$ cat src/ach_defs.vh
/*
 * ach_defs.vh: register offsets, field positions, reset values and timing
 * counts for the converter control block.
 * Assumes a 250 MHz system clock and a 32-bit classic Wishbone slave port.
 */
`ifndef ACH_DEFS_VH
`define ACH_DEFS_VH

// clock rate
`define ACH_CLK_MHZ 250

// register byte offsets
`define ACH_REG_STATUS 8'h00
`define ACH_REG_CONV_LEN 8'h04
`define ACH_REG_RESULT 8'h08
`define ACH_REG_IRQ_STAT 8'h0C
`define ACH_REG_IRQ_MASK 8'h10

// status register fields
`define ACH_ST_BUSY 0
`define ACH_ST_CAL 1
`define ACH_ST_PD 2
`define ACH_ST_REF_WARN 3
`define ACH_ST_MODE_LO 4
`define ACH_ST_MODE_HI 5
`define ACH_ST_MASTER 6

// interrupt fields
`define ACH_IRQ_DONE 0
`define ACH_IRQ_RDERR 1
`define ACH_IRQ_CAL 2
`define ACH_IRQ_W 3
`define ACH_IRQ_MASK_RST 3'h0

// interface mode codes
`define ACH_MODE_SERIAL 2'h3

// result width and serial bit count
`define ACH_RES_W 18
`define ACH_BITS_DONE 5'h12

// timing: figures in ns, counts in cycles rounded up
`define ACH_T_CONV_NS 400
`define ACH_T_CAL_NS 1000
`define ACH_T_RDERR_NS 20
`define ACH_T_SCLK_HALF_NS 8
`define ACH_CONV_CYC ((`ACH_T_CONV_NS * `ACH_CLK_MHZ + 999) / 1000)
`define ACH_CAL_CYC ((`ACH_T_CAL_NS * `ACH_CLK_MHZ + 999) / 1000)
`define ACH_RDERR_CYC ((`ACH_T_RDERR_NS * `ACH_CLK_MHZ + 999) / 1000)
`define ACH_SCLK_HALF_CYC ((`ACH_T_SCLK_HALF_NS * `ACH_CLK_MHZ + 999) / 1000)

`endif

$ cat src/ach_sync.v
/*
 * ach_sync.v: bank of two-stage synchronisers, one per input bit.
 * Assumes every bit arrives from outside the clk_i domain.
 */
module ach_sync #(
    parameter WIDTH = 1,
    parameter [WIDTH-1:0] RST_VAL = {WIDTH{1'b0}}
) (
    input wire clk_i,
    input wire rst_i,
    input wire [WIDTH-1:0] async_i,
    output wire [WIDTH-1:0] sync_o
);

    genvar gi;

    // two flops per bit; first stage feeds only the second
    generate
        for (gi = 0; gi < WIDTH; gi = gi + 1) begin : g_bit
            reg meta_ff;
            reg stable_ff;
            always @(posedge clk_i) begin
                if (rst_i) begin
                    meta_ff <= RST_VAL[gi];
                    stable_ff <= RST_VAL[gi];
                end else begin
                    meta_ff <= async_i[gi];
                    stable_ff <= meta_ff;
                end
            end
            assign sync_o[gi] = stable_ff;
        end
    endgenerate

endmodule // ach_sync

$ cat src/ach_conv_ctrl.v
/*
 * ach_conv_ctrl.v: conversion sequencing, busy and calibration, output bus
 * enables, serial master/slave shifting and a Wishbone register file.
 * Assumes all pin inputs are asynchronous to clk_i; the converter core
 * presents its code on sar_code_i by the end of each conversion.
 */
`include "ach_defs.vh"

// Functional notes
// - result bits 14 to 17 are always driven as outputs in every mode.
// - busy rises as soon as a conversion begins.
// - busy stays high until the result is latched in the shift register.
// - result bits 0 to 11 are enabled only while select and read are both low.
// - in slave serial mode the external clock counts only while select is low.
// - a high reset pin returns the block to idle and aborts any conversion.
// - the falling edge of the reset pin starts calibration, shown by busy.
// - power-down lets a running conversion finish and blocks new ones.
// - a falling convert-start edge puts the sampler in hold and converts.
// - the reference sleep input low keeps the internal reference on.
// - the buffer sleep input low keeps the buffer on; it must be low with the internal reference.
// - mode values 0 to 2 select the parallel bus, value 3 the serial port.
// - an unfinished slave read at conversion end pulses the error flag and drops the data.
// - clock source low makes the device serial master, high a slave.
module ach_conv_ctrl (
    input wire clk_i,
    input wire rst_i,
    // wishbone slave
    input wire wb_cyc_i,
    input wire wb_stb_i,
    input wire wb_we_i,
    input wire [7:0] wb_adr_i,
    input wire [3:0] wb_sel_i,
    input wire [31:0] wb_dat_i,
    output reg [31:0] wb_dat_o,
    output wire wb_ack_o,
    // pins
    input wire convert_start_n_i,
    input wire cs_n_i,
    input wire rd_n_i,
    input wire adc_reset_i,
    input wire power_down_req_i,
    input wire ref_sleep_i,
    input wire refbuf_sleep_i,
    input wire [1:0] mode_i,
    input wire clock_source_sel_i,
    input wire shift_edge_invert_i,
    input wire sclk_i,
    output reg sclk_o,
    output wire sclk_oe_o,
    output reg [17:0] data_o,
    output wire [17:0] data_oe_o,
    output wire busy_o,
    output wire sample_hold_o,
    output wire ref_enable_o,
    output wire refbuf_enable_o,
    // converter core code and interrupt
    input wire [17:0] sar_code_i,
    output wire irq_o
);

    localparam [1:0] ST_IDLE = 2'h0;
    localparam [1:0] ST_CONV = 2'h1;
    localparam [1:0] ST_CAL = 2'h2;
    localparam integer CONV_RST = `ACH_CONV_CYC;
    localparam integer CAL_LEN = `ACH_CAL_CYC;
    localparam integer RDERR_LEN = `ACH_RDERR_CYC;
    localparam integer SCLK_HALF = `ACH_SCLK_HALF_CYC;

    wire [13:0] pin_async;
    wire [13:0] pin_s;
    wire cnv_n_s;
    wire cs_n_s;
    wire rd_n_s;
    wire arst_s;
    wire pd_s;
    wire ref_sleep_s;
    wire buf_sleep_s;
    wire [1:0] mode_s;
    wire slave_s;
    wire inv_s;
    wire sclk_s;

    reg [1:0] state_ff;
    reg [11:0] cnt_ff;
    reg cnv_prev_ff;
    reg arst_prev_ff;
    reg [11:0] conv_len_ff;
    reg [17:0] result_ff;
    reg [17:0] shift_ff;
    reg [4:0] bit_cnt_ff;
    reg [3:0] rderr_cnt_ff;
    reg sclk_prev_ff;
    reg [3:0] div_ff;
    reg [2:0] irq_stat_ff;
    reg [2:0] irq_mask_ff;
    reg ack_ff;

    wire serial_mode;
    wire out_en;
    wire cnv_fall;
    wire arst_fall;
    wire conv_done;
    wire cal_done;
    wire read_partial;
    wire gated_sclk;
    wire slave_update;
    wire master_run;
    wire master_update;
    wire rderr_evt;
    wire bus_req;
    wire wr_req;
    wire [2:0] irq_evt;
    wire [2:0] irq_clr;
    reg [17:0] nxt_data;
    reg [31:0] nxt_rdata;

    // pin inputs, reset values match idle pin levels
    assign pin_async = {sclk_i, shift_edge_invert_i, clock_source_sel_i,
                        mode_i, refbuf_sleep_i, ref_sleep_i,
                        power_down_req_i, adc_reset_i, rd_n_i, cs_n_i,
                        convert_start_n_i, 2'h0};

    ach_sync #(
        .WIDTH(14),
        .RST_VAL(14'h001C)
    ) u_sync (
        .clk_i(clk_i),
        .rst_i(rst_i),
        .async_i(pin_async),
        .sync_o(pin_s)
    );

    assign cnv_n_s = pin_s[2];
    assign cs_n_s = pin_s[3];
    assign rd_n_s = pin_s[4];
    assign arst_s = pin_s[5];
    assign pd_s = pin_s[6];
    assign ref_sleep_s = pin_s[7];
    assign buf_sleep_s = pin_s[8];
    assign mode_s = pin_s[10:9];
    assign slave_s = pin_s[11];
    assign inv_s = pin_s[12];
    assign sclk_s = pin_s[13];

    // mode decode and output window
    assign serial_mode = (mode_s == `ACH_MODE_SERIAL);
    assign out_en = ~cs_n_s & ~rd_n_s;

    // edge detection on synchronised levels
    assign cnv_fall = cnv_prev_ff & ~cnv_n_s;
    assign arst_fall = arst_prev_ff & ~arst_s;
    assign conv_done = (state_ff == ST_CONV) && (cnt_ff == 12'h001) &&
                       ~arst_s;
    assign cal_done = (state_ff == ST_CAL) && (cnt_ff == 12'h001) && ~arst_s;

    always @(posedge clk_i) begin
        if (rst_i) begin
            cnv_prev_ff <= 1'b1;
            arst_prev_ff <= 1'b0;
        end else begin
            cnv_prev_ff <= cnv_n_s;
            arst_prev_ff <= arst_s;
        end
    end

    // conversion and calibration sequencer
    always @(posedge clk_i) begin
        if (rst_i) begin
            state_ff <= ST_IDLE;
            cnt_ff <= 12'h000;
        end else if (arst_s) begin
            state_ff <= ST_IDLE;
            cnt_ff <= 12'h000;
        end else begin
            case (state_ff)
                ST_IDLE: begin
                    if (arst_fall) begin
                        state_ff <= ST_CAL;
                        cnt_ff <= CAL_LEN[11:0];
                    end else if (cnv_fall && ~pd_s) begin
                        state_ff <= ST_CONV;
                        cnt_ff <= conv_len_ff;
                    end
                end
                ST_CONV, ST_CAL: begin
                    if (cnt_ff == 12'h001) begin
                        state_ff <= ST_IDLE;
                        cnt_ff <= 12'h000;
                    end else begin
                        cnt_ff <= cnt_ff - 12'h001;
                    end
                end
                default: begin
                    state_ff <= ST_IDLE;
                    cnt_ff <= 12'h000;
                end
            endcase
        end
    end

    // busy covers conversion and calibration
    assign busy_o = (state_ff != ST_IDLE);
    assign sample_hold_o = (state_ff == ST_CONV);

    // reference enables follow the sleep pins
    assign ref_enable_o = ~ref_sleep_s;
    assign refbuf_enable_o = ~buf_sleep_s;

    // serial clocking: slave gated by select, master divided locally
    assign gated_sclk = sclk_s & ~cs_n_s;
    assign slave_update = serial_mode && slave_s && out_en &&
                          (inv_s ? (sclk_prev_ff & ~gated_sclk) :
                                   (~sclk_prev_ff & gated_sclk));
    assign master_run = serial_mode && ~slave_s && out_en &&
                        (bit_cnt_ff != `ACH_BITS_DONE);
    assign master_update = master_run && sclk_o && (div_ff == 4'h1);
    assign read_partial = (bit_cnt_ff != 5'h00) &&
                          (bit_cnt_ff != `ACH_BITS_DONE);
    assign rderr_evt = conv_done && serial_mode && slave_s && read_partial;

    always @(posedge clk_i) begin
        if (rst_i) begin
            sclk_prev_ff <= 1'b0;
            sclk_o <= 1'b0;
            div_ff <= SCLK_HALF[3:0];
        end else begin
            sclk_prev_ff <= gated_sclk;
            if (!master_run) begin
                sclk_o <= 1'b0;
                div_ff <= SCLK_HALF[3:0];
            end else if (div_ff == 4'h1) begin
                sclk_o <= ~sclk_o;
                div_ff <= SCLK_HALF[3:0];
            end else begin
                div_ff <= div_ff - 4'h1;
            end
        end
    end

    assign sclk_oe_o = serial_mode && ~slave_s;

    // result latch and shift register
    always @(posedge clk_i) begin
        if (rst_i) begin
            result_ff <= 18'h00000;
            shift_ff <= 18'h00000;
            bit_cnt_ff <= `ACH_BITS_DONE;
        end else if (arst_s) begin
            bit_cnt_ff <= `ACH_BITS_DONE;
        end else if (conv_done) begin
            result_ff <= sar_code_i;
            shift_ff <= sar_code_i;
            bit_cnt_ff <= 5'h00;
        end else if ((slave_update || master_update) &&
                     (bit_cnt_ff != `ACH_BITS_DONE)) begin
            shift_ff <= {shift_ff[16:0], 1'b0};
            bit_cnt_ff <= bit_cnt_ff + 5'h01;
        end
    end

    // stretched read-incomplete pulse
    always @(posedge clk_i) begin
        if (rst_i) begin
            rderr_cnt_ff <= 4'h0;
        end else if (rderr_evt) begin
            rderr_cnt_ff <= RDERR_LEN[3:0];
        end else if (rderr_cnt_ff != 4'h0) begin
            rderr_cnt_ff <= rderr_cnt_ff - 4'h1;
        end
    end

    // output bus values
    always @* begin
        nxt_data = result_ff;
        if (serial_mode) begin
            nxt_data[10] = shift_ff[17];
            nxt_data[11] = sclk_o;
            nxt_data[12] = master_run;
            nxt_data[13] = (rderr_cnt_ff != 4'h0);
        end
    end

    always @(posedge clk_i) begin
        if (rst_i) begin
            data_o <= 18'h00000;
        end else begin
            data_o <= nxt_data;
        end
    end

    // output enables per bit
    genvar gb;
    generate
        for (gb = 0; gb < `ACH_RES_W; gb = gb + 1) begin : g_oe
            if (gb >= 14) begin : g_top
                assign data_oe_o[gb] = 1'b1;
            end else if (gb == 10) begin : g_sdo
                assign data_oe_o[gb] = out_en;
            end else if (gb == 11) begin : g_sck
                assign data_oe_o[gb] = out_en & (sclk_oe_o | ~serial_mode);
            end else if (gb == 12 || gb == 13) begin : g_flag
                assign data_oe_o[gb] = serial_mode | out_en;
            end else if (gb < 3) begin : g_low
                assign data_oe_o[gb] = out_en && (mode_s == 2'h0);
            end else begin : g_mid
                assign data_oe_o[gb] = out_en && ~serial_mode;
            end
        end
    endgenerate

    // wishbone: ack a cycle after request; writes land on the ack edge
    assign bus_req = wb_cyc_i & wb_stb_i;
    assign wr_req = bus_req & wb_we_i & ack_ff;
    assign wb_ack_o = ack_ff;

    always @(posedge clk_i) begin
        if (rst_i) begin
            ack_ff <= 1'b0;
        end else begin
            ack_ff <= bus_req & ~ack_ff;
        end
    end

    // sticky interrupt status; set beats write-one clear
    assign irq_evt = {cal_done, rderr_evt, conv_done};
    assign irq_clr = (wr_req && wb_adr_i == `ACH_REG_IRQ_STAT && wb_sel_i[0])
                     ? wb_dat_i[2:0] : 3'h0;

    always @(posedge clk_i) begin
        if (rst_i) begin
            irq_stat_ff <= 3'h0;
            irq_mask_ff <= `ACH_IRQ_MASK_RST;
            conv_len_ff <= CONV_RST[11:0];
        end else begin
            irq_stat_ff <= (irq_stat_ff & ~irq_clr) | irq_evt;
            if (wr_req && wb_adr_i == `ACH_REG_IRQ_MASK && wb_sel_i[0]) begin
                irq_mask_ff <= wb_dat_i[2:0];
            end
            if (wr_req && wb_adr_i == `ACH_REG_CONV_LEN) begin
                if (wb_sel_i[0]) begin
                    conv_len_ff[7:0] <= wb_dat_i[7:0];
                end
                if (wb_sel_i[1]) begin
                    conv_len_ff[11:8] <= wb_dat_i[11:8];
                end
            end
        end
    end

    assign irq_o = |(irq_stat_ff & irq_mask_ff);

    // read data mux, unmapped reads zero
    always @* begin
        nxt_rdata = 32'h00000000;
        case (wb_adr_i)
            `ACH_REG_STATUS: begin
                nxt_rdata[`ACH_ST_BUSY] = busy_o;
                nxt_rdata[`ACH_ST_CAL] = (state_ff == ST_CAL);
                nxt_rdata[`ACH_ST_PD] = pd_s;
                nxt_rdata[`ACH_ST_REF_WARN] = ~ref_sleep_s & buf_sleep_s;
                nxt_rdata[`ACH_ST_MODE_HI:`ACH_ST_MODE_LO] = mode_s;
                nxt_rdata[`ACH_ST_MASTER] = ~slave_s;
            end
            `ACH_REG_CONV_LEN: nxt_rdata[11:0] = conv_len_ff;
            `ACH_REG_RESULT: nxt_rdata[17:0] = result_ff;
            `ACH_REG_IRQ_STAT: nxt_rdata[2:0] = irq_stat_ff;
            `ACH_REG_IRQ_MASK: nxt_rdata[2:0] = irq_mask_ff;
            default: nxt_rdata = 32'h00000000;
        endcase
    end

    always @(posedge clk_i) begin
        if (rst_i) begin
            wb_dat_o <= 32'h00000000;
        end else if (bus_req & ~ack_ff) begin
            wb_dat_o <= nxt_rdata;
        end
    end

endmodule // ach_conv_ctrl

$ cat config.mk
export PLATFORM = sky130hd
export DESIGN_NAME = ach_conv_ctrl
export DESIGN_NICKNAME = d
export VERILOG_FILES = /design/src/ach_sync.v /design/src/ach_conv_ctrl.v
export VERILOG_INCLUDE_DIRS = /design/src
export SDC_FILE = /design/constraint.sdc
export NUM_CORES = 1
export LEC_CHECK = 0
export CORE_MARGIN = 2
export CORE_UTILIZATION = 40
export DETAILED_ROUTE_END_ITERATION = 6
export DONT_BUFFER_PORTS = 1
export HOLD_SLACK_MARGIN = 0.06
export PLACE_DENSITY = 0.56
export SYNTH_ARGS = -nofsm -noshare
export SYNTH_HDL_FRONTEND = slang
export SYNTH_SLANG_ARGS = --single-unit
$ cat constraint.sdc
create_clock -name clk_i -period 2.41 [get_ports clk_i]
set_input_delay 0 -clock clk_i [delete_from_list [all_inputs] [get_ports clk_i]]
set_output_delay 0 -clock clk_i [all_outputs]
set_load 0.01 [all_outputs]
==> run_results.csv <==
group,metric,value,unit
status,status,"completed",
sta,final-max-slew-violation-count,0,
routing,drt_iter0_markers,444,
synthesis,yosysSeqAreaShare,45.44,%
worst_setup_path,cp-start-kind,"input port",
job,drv_cap,0,
pwr,clkPwrFrac,44.1,%
grt,antenna_found_initial,0,
clock_tree,clock_path_buffers,2,
clock_tree,clkSinkCount,146,
grt,track_usage,21.40,%
clock_tree,cts_tree,"yes",
placed_design,place.gp.congestion,0.8914,
clock_tree,clk_pin_slew,0.06,ns
cells_and_area,fin_nets,859,
routing,ant_nets,0,
floorplan,die_area,0.01711,sq mm
floorplan,fp.dieH,130.8,um
cells_and_area,multi_input_area,0.003054,sq mm
grt,grt_max_degree,126,
synthesis,synth_most_common_cell,"dfxtp_1",
worst_setup_path,worstPathMaxFanout,9,
grt,gr-total-overflow,0,
clock_tree,post_cts_buffers,0,
sta,worst_slack,0.1471,ns
routing,firstDrtPassIters,5,
routing,drc,0,
cells_and_area,nFillCells,1482,
worst_setup_path,worstSetupStartpoint,"wb_adr_i[3]",
worst_setup_path,arrival,2.63,ns
placed_design,hpwl,12.36,mm
sta,fmax,441.9,MHz
floorplan,die_x,130.8,um
placed_design,port_buffers,0,
synthesis,async_flop_share,0,%
sta,tightest_slew,0.7691,ns
synthesis,ys_ff_latch,146,
grt,grt_pass1_wl,27.90,mm
placed_design,dp_slack,0.3134,ns
pwr,switching_power,0.001645,W
sta,setup_viol,0,
floorplan,core_region_area,0.01583,sq mm
worst_setup_path,reg2reg_slack,0.27,ns
cells_and_area,insertedDiodeCount,0,
clock_tree,clock_latency,0.42,ns
synthesis,synth_edf_count,0,
pwr,vdd.ir_drop.worst,0.5006,mV
clock_tree,htreeDepth,4,
pwr,leakage,2.989,nW
synthesis,synth.top_cell.area_share,45.44,%
worst_setup_path,worstPathRequired,2.78,ns
worst_hold_path,worstHoldPathType,"in2reg",
floorplan,start_util,40.64,%
worst_setup_path,worst-r2r-cell-count,7,
routing,via_count,5327,
synthesis,synthFlopType,"dfxtp_1",
pwr,powerDensity,790.7,mW/mm^2
pwr,p_seq_share,42.0,%
floorplan,ios,155,
floorplan,num_rows,46,
cells_and_area,drive_gt1_share,11.40,%
worst_setup_path,r2r-end,"shift_ff[4]$_SDFFE_PP0P_",
synthesis,synthCells,721,
sta,min_period_over_period,93.90,%
synthesis,yosys_warnings,0,
cells_and_area,syn2layout_area_growth,20.89,%
clock_tree,cts_made_buffers,17,
routing,routedWlPerCell,17.68,um
sta,relSlewSlack,48.33,%
pwr,pwr-share-comb,13.9,%
worst_setup_path,cp-end-kind,"flop",
synthesis,avgSynthCellArea,8.922,sq um
grt,grt_pass1_vias,5202,
pwr,power.internal,0.004503,W
worst_setup_path,critPathKind,"in2reg",
sta,finClkSkew,0.006382,ns
sta,finalHoldViolations,0,
worst_setup_path,cp-endpoint,"wb_dat_o[7]$_SDFFE_PP0P_",
cells_and_area,ff_latch_area,0.002923,sq mm
synthesis,netlist.top_cell.by_area,"dfxtp_1",
routing,routed_wirelength,17.63,mm
sta,grt_setup_unrepaired,"false",
clock_tree,clockRootBuffer,"clkbuf_16",
synthesis,syn_area,0.006432,sq mm
pwr,swShare,26.76,%
sta,finalSetupTns,0,ns
routing,avgViaCountPerCell,5.343,
worst_setup_path,rr_startpoint,"div_ff[0]$_SDFF_PP0_",
synthesis,synth.top_cells.by_count,"dfxtp_1 (146), nand2_1 (64), nor2_1 (60)",
synthesis,synth.distinct_cells,66,
sta,fin_crit,2.263,ns
synthesis,ys_top_cells_by_area,"dfxtp_1 (45%), nor2b_1 (5.1%), a21oi_1 (4.3%), nand2_1 (3.7%), buf_4 (3.5%)",
-- metrics by stage --
step	total power (W)	instances	hold slack (ns)	util, %	area, sq um
final	0.006148	997	0.08123	49.13	7776
after global routing	0.006424	997	0.09398	49.13	7776
after CTS	0.006187	997	0.06048	49.13	7776
after detailed placement	0.003356	907	0.08616	41.50	6569
after global placement	0.003330	907	0.08325	41.50	6569
after floorplan	0.003208	737	0.1038	-	6492
-- cells by family after synthesis --
kind of cell               count (synthesis)  share of synthesized area, %
muxes                                     22                         3.462
xor gates and xnor gates                  10                         1.362
DFF                                      146                         45.44
other                                      2                        0.1168
buffers and inverters                    101                         8.014
adders and majority gates                 12                         2.334
AOI/OAI and AO/OA                        171                         18.48
and+or+nand+nor                          257                         20.79
-- flip-flops by register name (all words and copies together) (netlist names) --
signal / count
data_o: 18
result_ff: 18
shift_ff: 18
wb_dat_o: 18
cnt_ff: 12
conv_len_ff: 12
u_sync.g_bit.meta_ff: 12
u_sync.g_bit.stable_ff: 12
bit_cnt_ff: 5
div_ff: 4
rderr_cnt_ff: 4
irq_mask_ff: 3
irq_stat_ff: 3
state_ff: 2
arst_prev_ff: 1
cnv_prev_ff: 1
sclk_o: 1
sclk_prev_ff: 1
wb_ack_o: 1
-- layer usage --
metal	vias up	track usage (%)	share of wire [%]
met5	-	0	0
met1	2535	28.22	45
li1	2562	-	-
met2	183	32.60	45
met4	0	9.574	3.4
met3	47	6.148	6.6
-- final cells by class --
class / instances / area share (%)
clock buffer: 18 / 5.519
sequential: 146 / 37.59
clock inverter: 14 / 2.317
inverter: 31 / 1.496
tap: 216 / 3.475
timing repair buffer: 82 / 10.33
multi-input combinational: 490 / 39.28
-- worst min path at each step --
stage                       from                                  to  slack [ns]  cells after the start
2_1_floorplan  convert_start_n_i  u_sync.g_bit[2].meta_ff$_SDFF_PP1_        0.10                      1
3_3_place_gp               rst_i           wb_dat_o[10]$_SDFFE_PP0P_        0.08                      1
3_5_place_dp               rst_i            wb_dat_o[7]$_SDFFE_PP0P_        0.09                      1
4_1_cts              wb_adr_i[4]            wb_dat_o[1]$_SDFFE_PP0P_        0.06                      4
5_1_grt              wb_adr_i[3]            wb_dat_o[0]$_SDFFE_PP0P_        0.09                      4
6_report             wb_adr_i[4]            wb_dat_o[1]$_SDFFE_PP0P_        0.08                      4
-- cells in the final DEF (no fill, tap or decap), types with 4 or more instances in the layout --
master | synthesis | routed
a211oi_1 | 28 | 28
a211oi_2 | 10 | 10
a21oi_1 | 55 | 55
a22o_1 | 7 | 7
a22oi_1 | 14 | 14
a32oi_1 | 4 | 4
buf_4 | 30 | 22
clkbuf_16 | 0 | 17
clkinvlp_4 | 0 | 4
conb_1 | 2 | 18
dfxtp_1 | 146 | 146
dlygate4sd3_1 | 0 | 57
ha_1 | 12 | 12
inv_1 | 31 | 31
mux2i_1 | 20 | 20
nand2_1 | 64 | 64
nand3_1 | 16 | 16
nand4_1 | 5 | 5
nor2_1 | 60 | 60
nor2b_1 | 52 | 52
nor3_1 | 12 | 12
nor3b_1 | 4 | 4
o21ai_0 | 17 | 17
o21ai_1 | 5 | 5
o22ai_1 | 8 | 8
or2_2 | 11 | 11
xnor2_1 | 9 | 9
-- power by group through the flow --
stage               Clock [W]  Sequential, W  Combinational (W)
floorplan                   0        0.00261           0.000598
global placement            0        0.00263           0.000702
detailed placement          0        0.00263           0.000723
CTS                   0.00276        0.00258           0.000844
global route          0.00289        0.00260           0.000943
finish                0.00271        0.00258           0.000853
-- worst max-delay path: stages --
cell	delay (ns)
dlygate4sd3_1	0.76
nor2b_1	0.66
buf_4	0.27
a22o_1	0.13
nand3_1	0.10
a21oi_1	0.15
dlygate4sd3_1	0.56
-- what timing repair did --
item	4_1_cts	5_1_grt
setup endpoints to repair	0	0
hold buffers	58	0
gates resized for setup	0	0
endpoints found under the hold margin	136	0
Power figures use the tool's default switching activity.
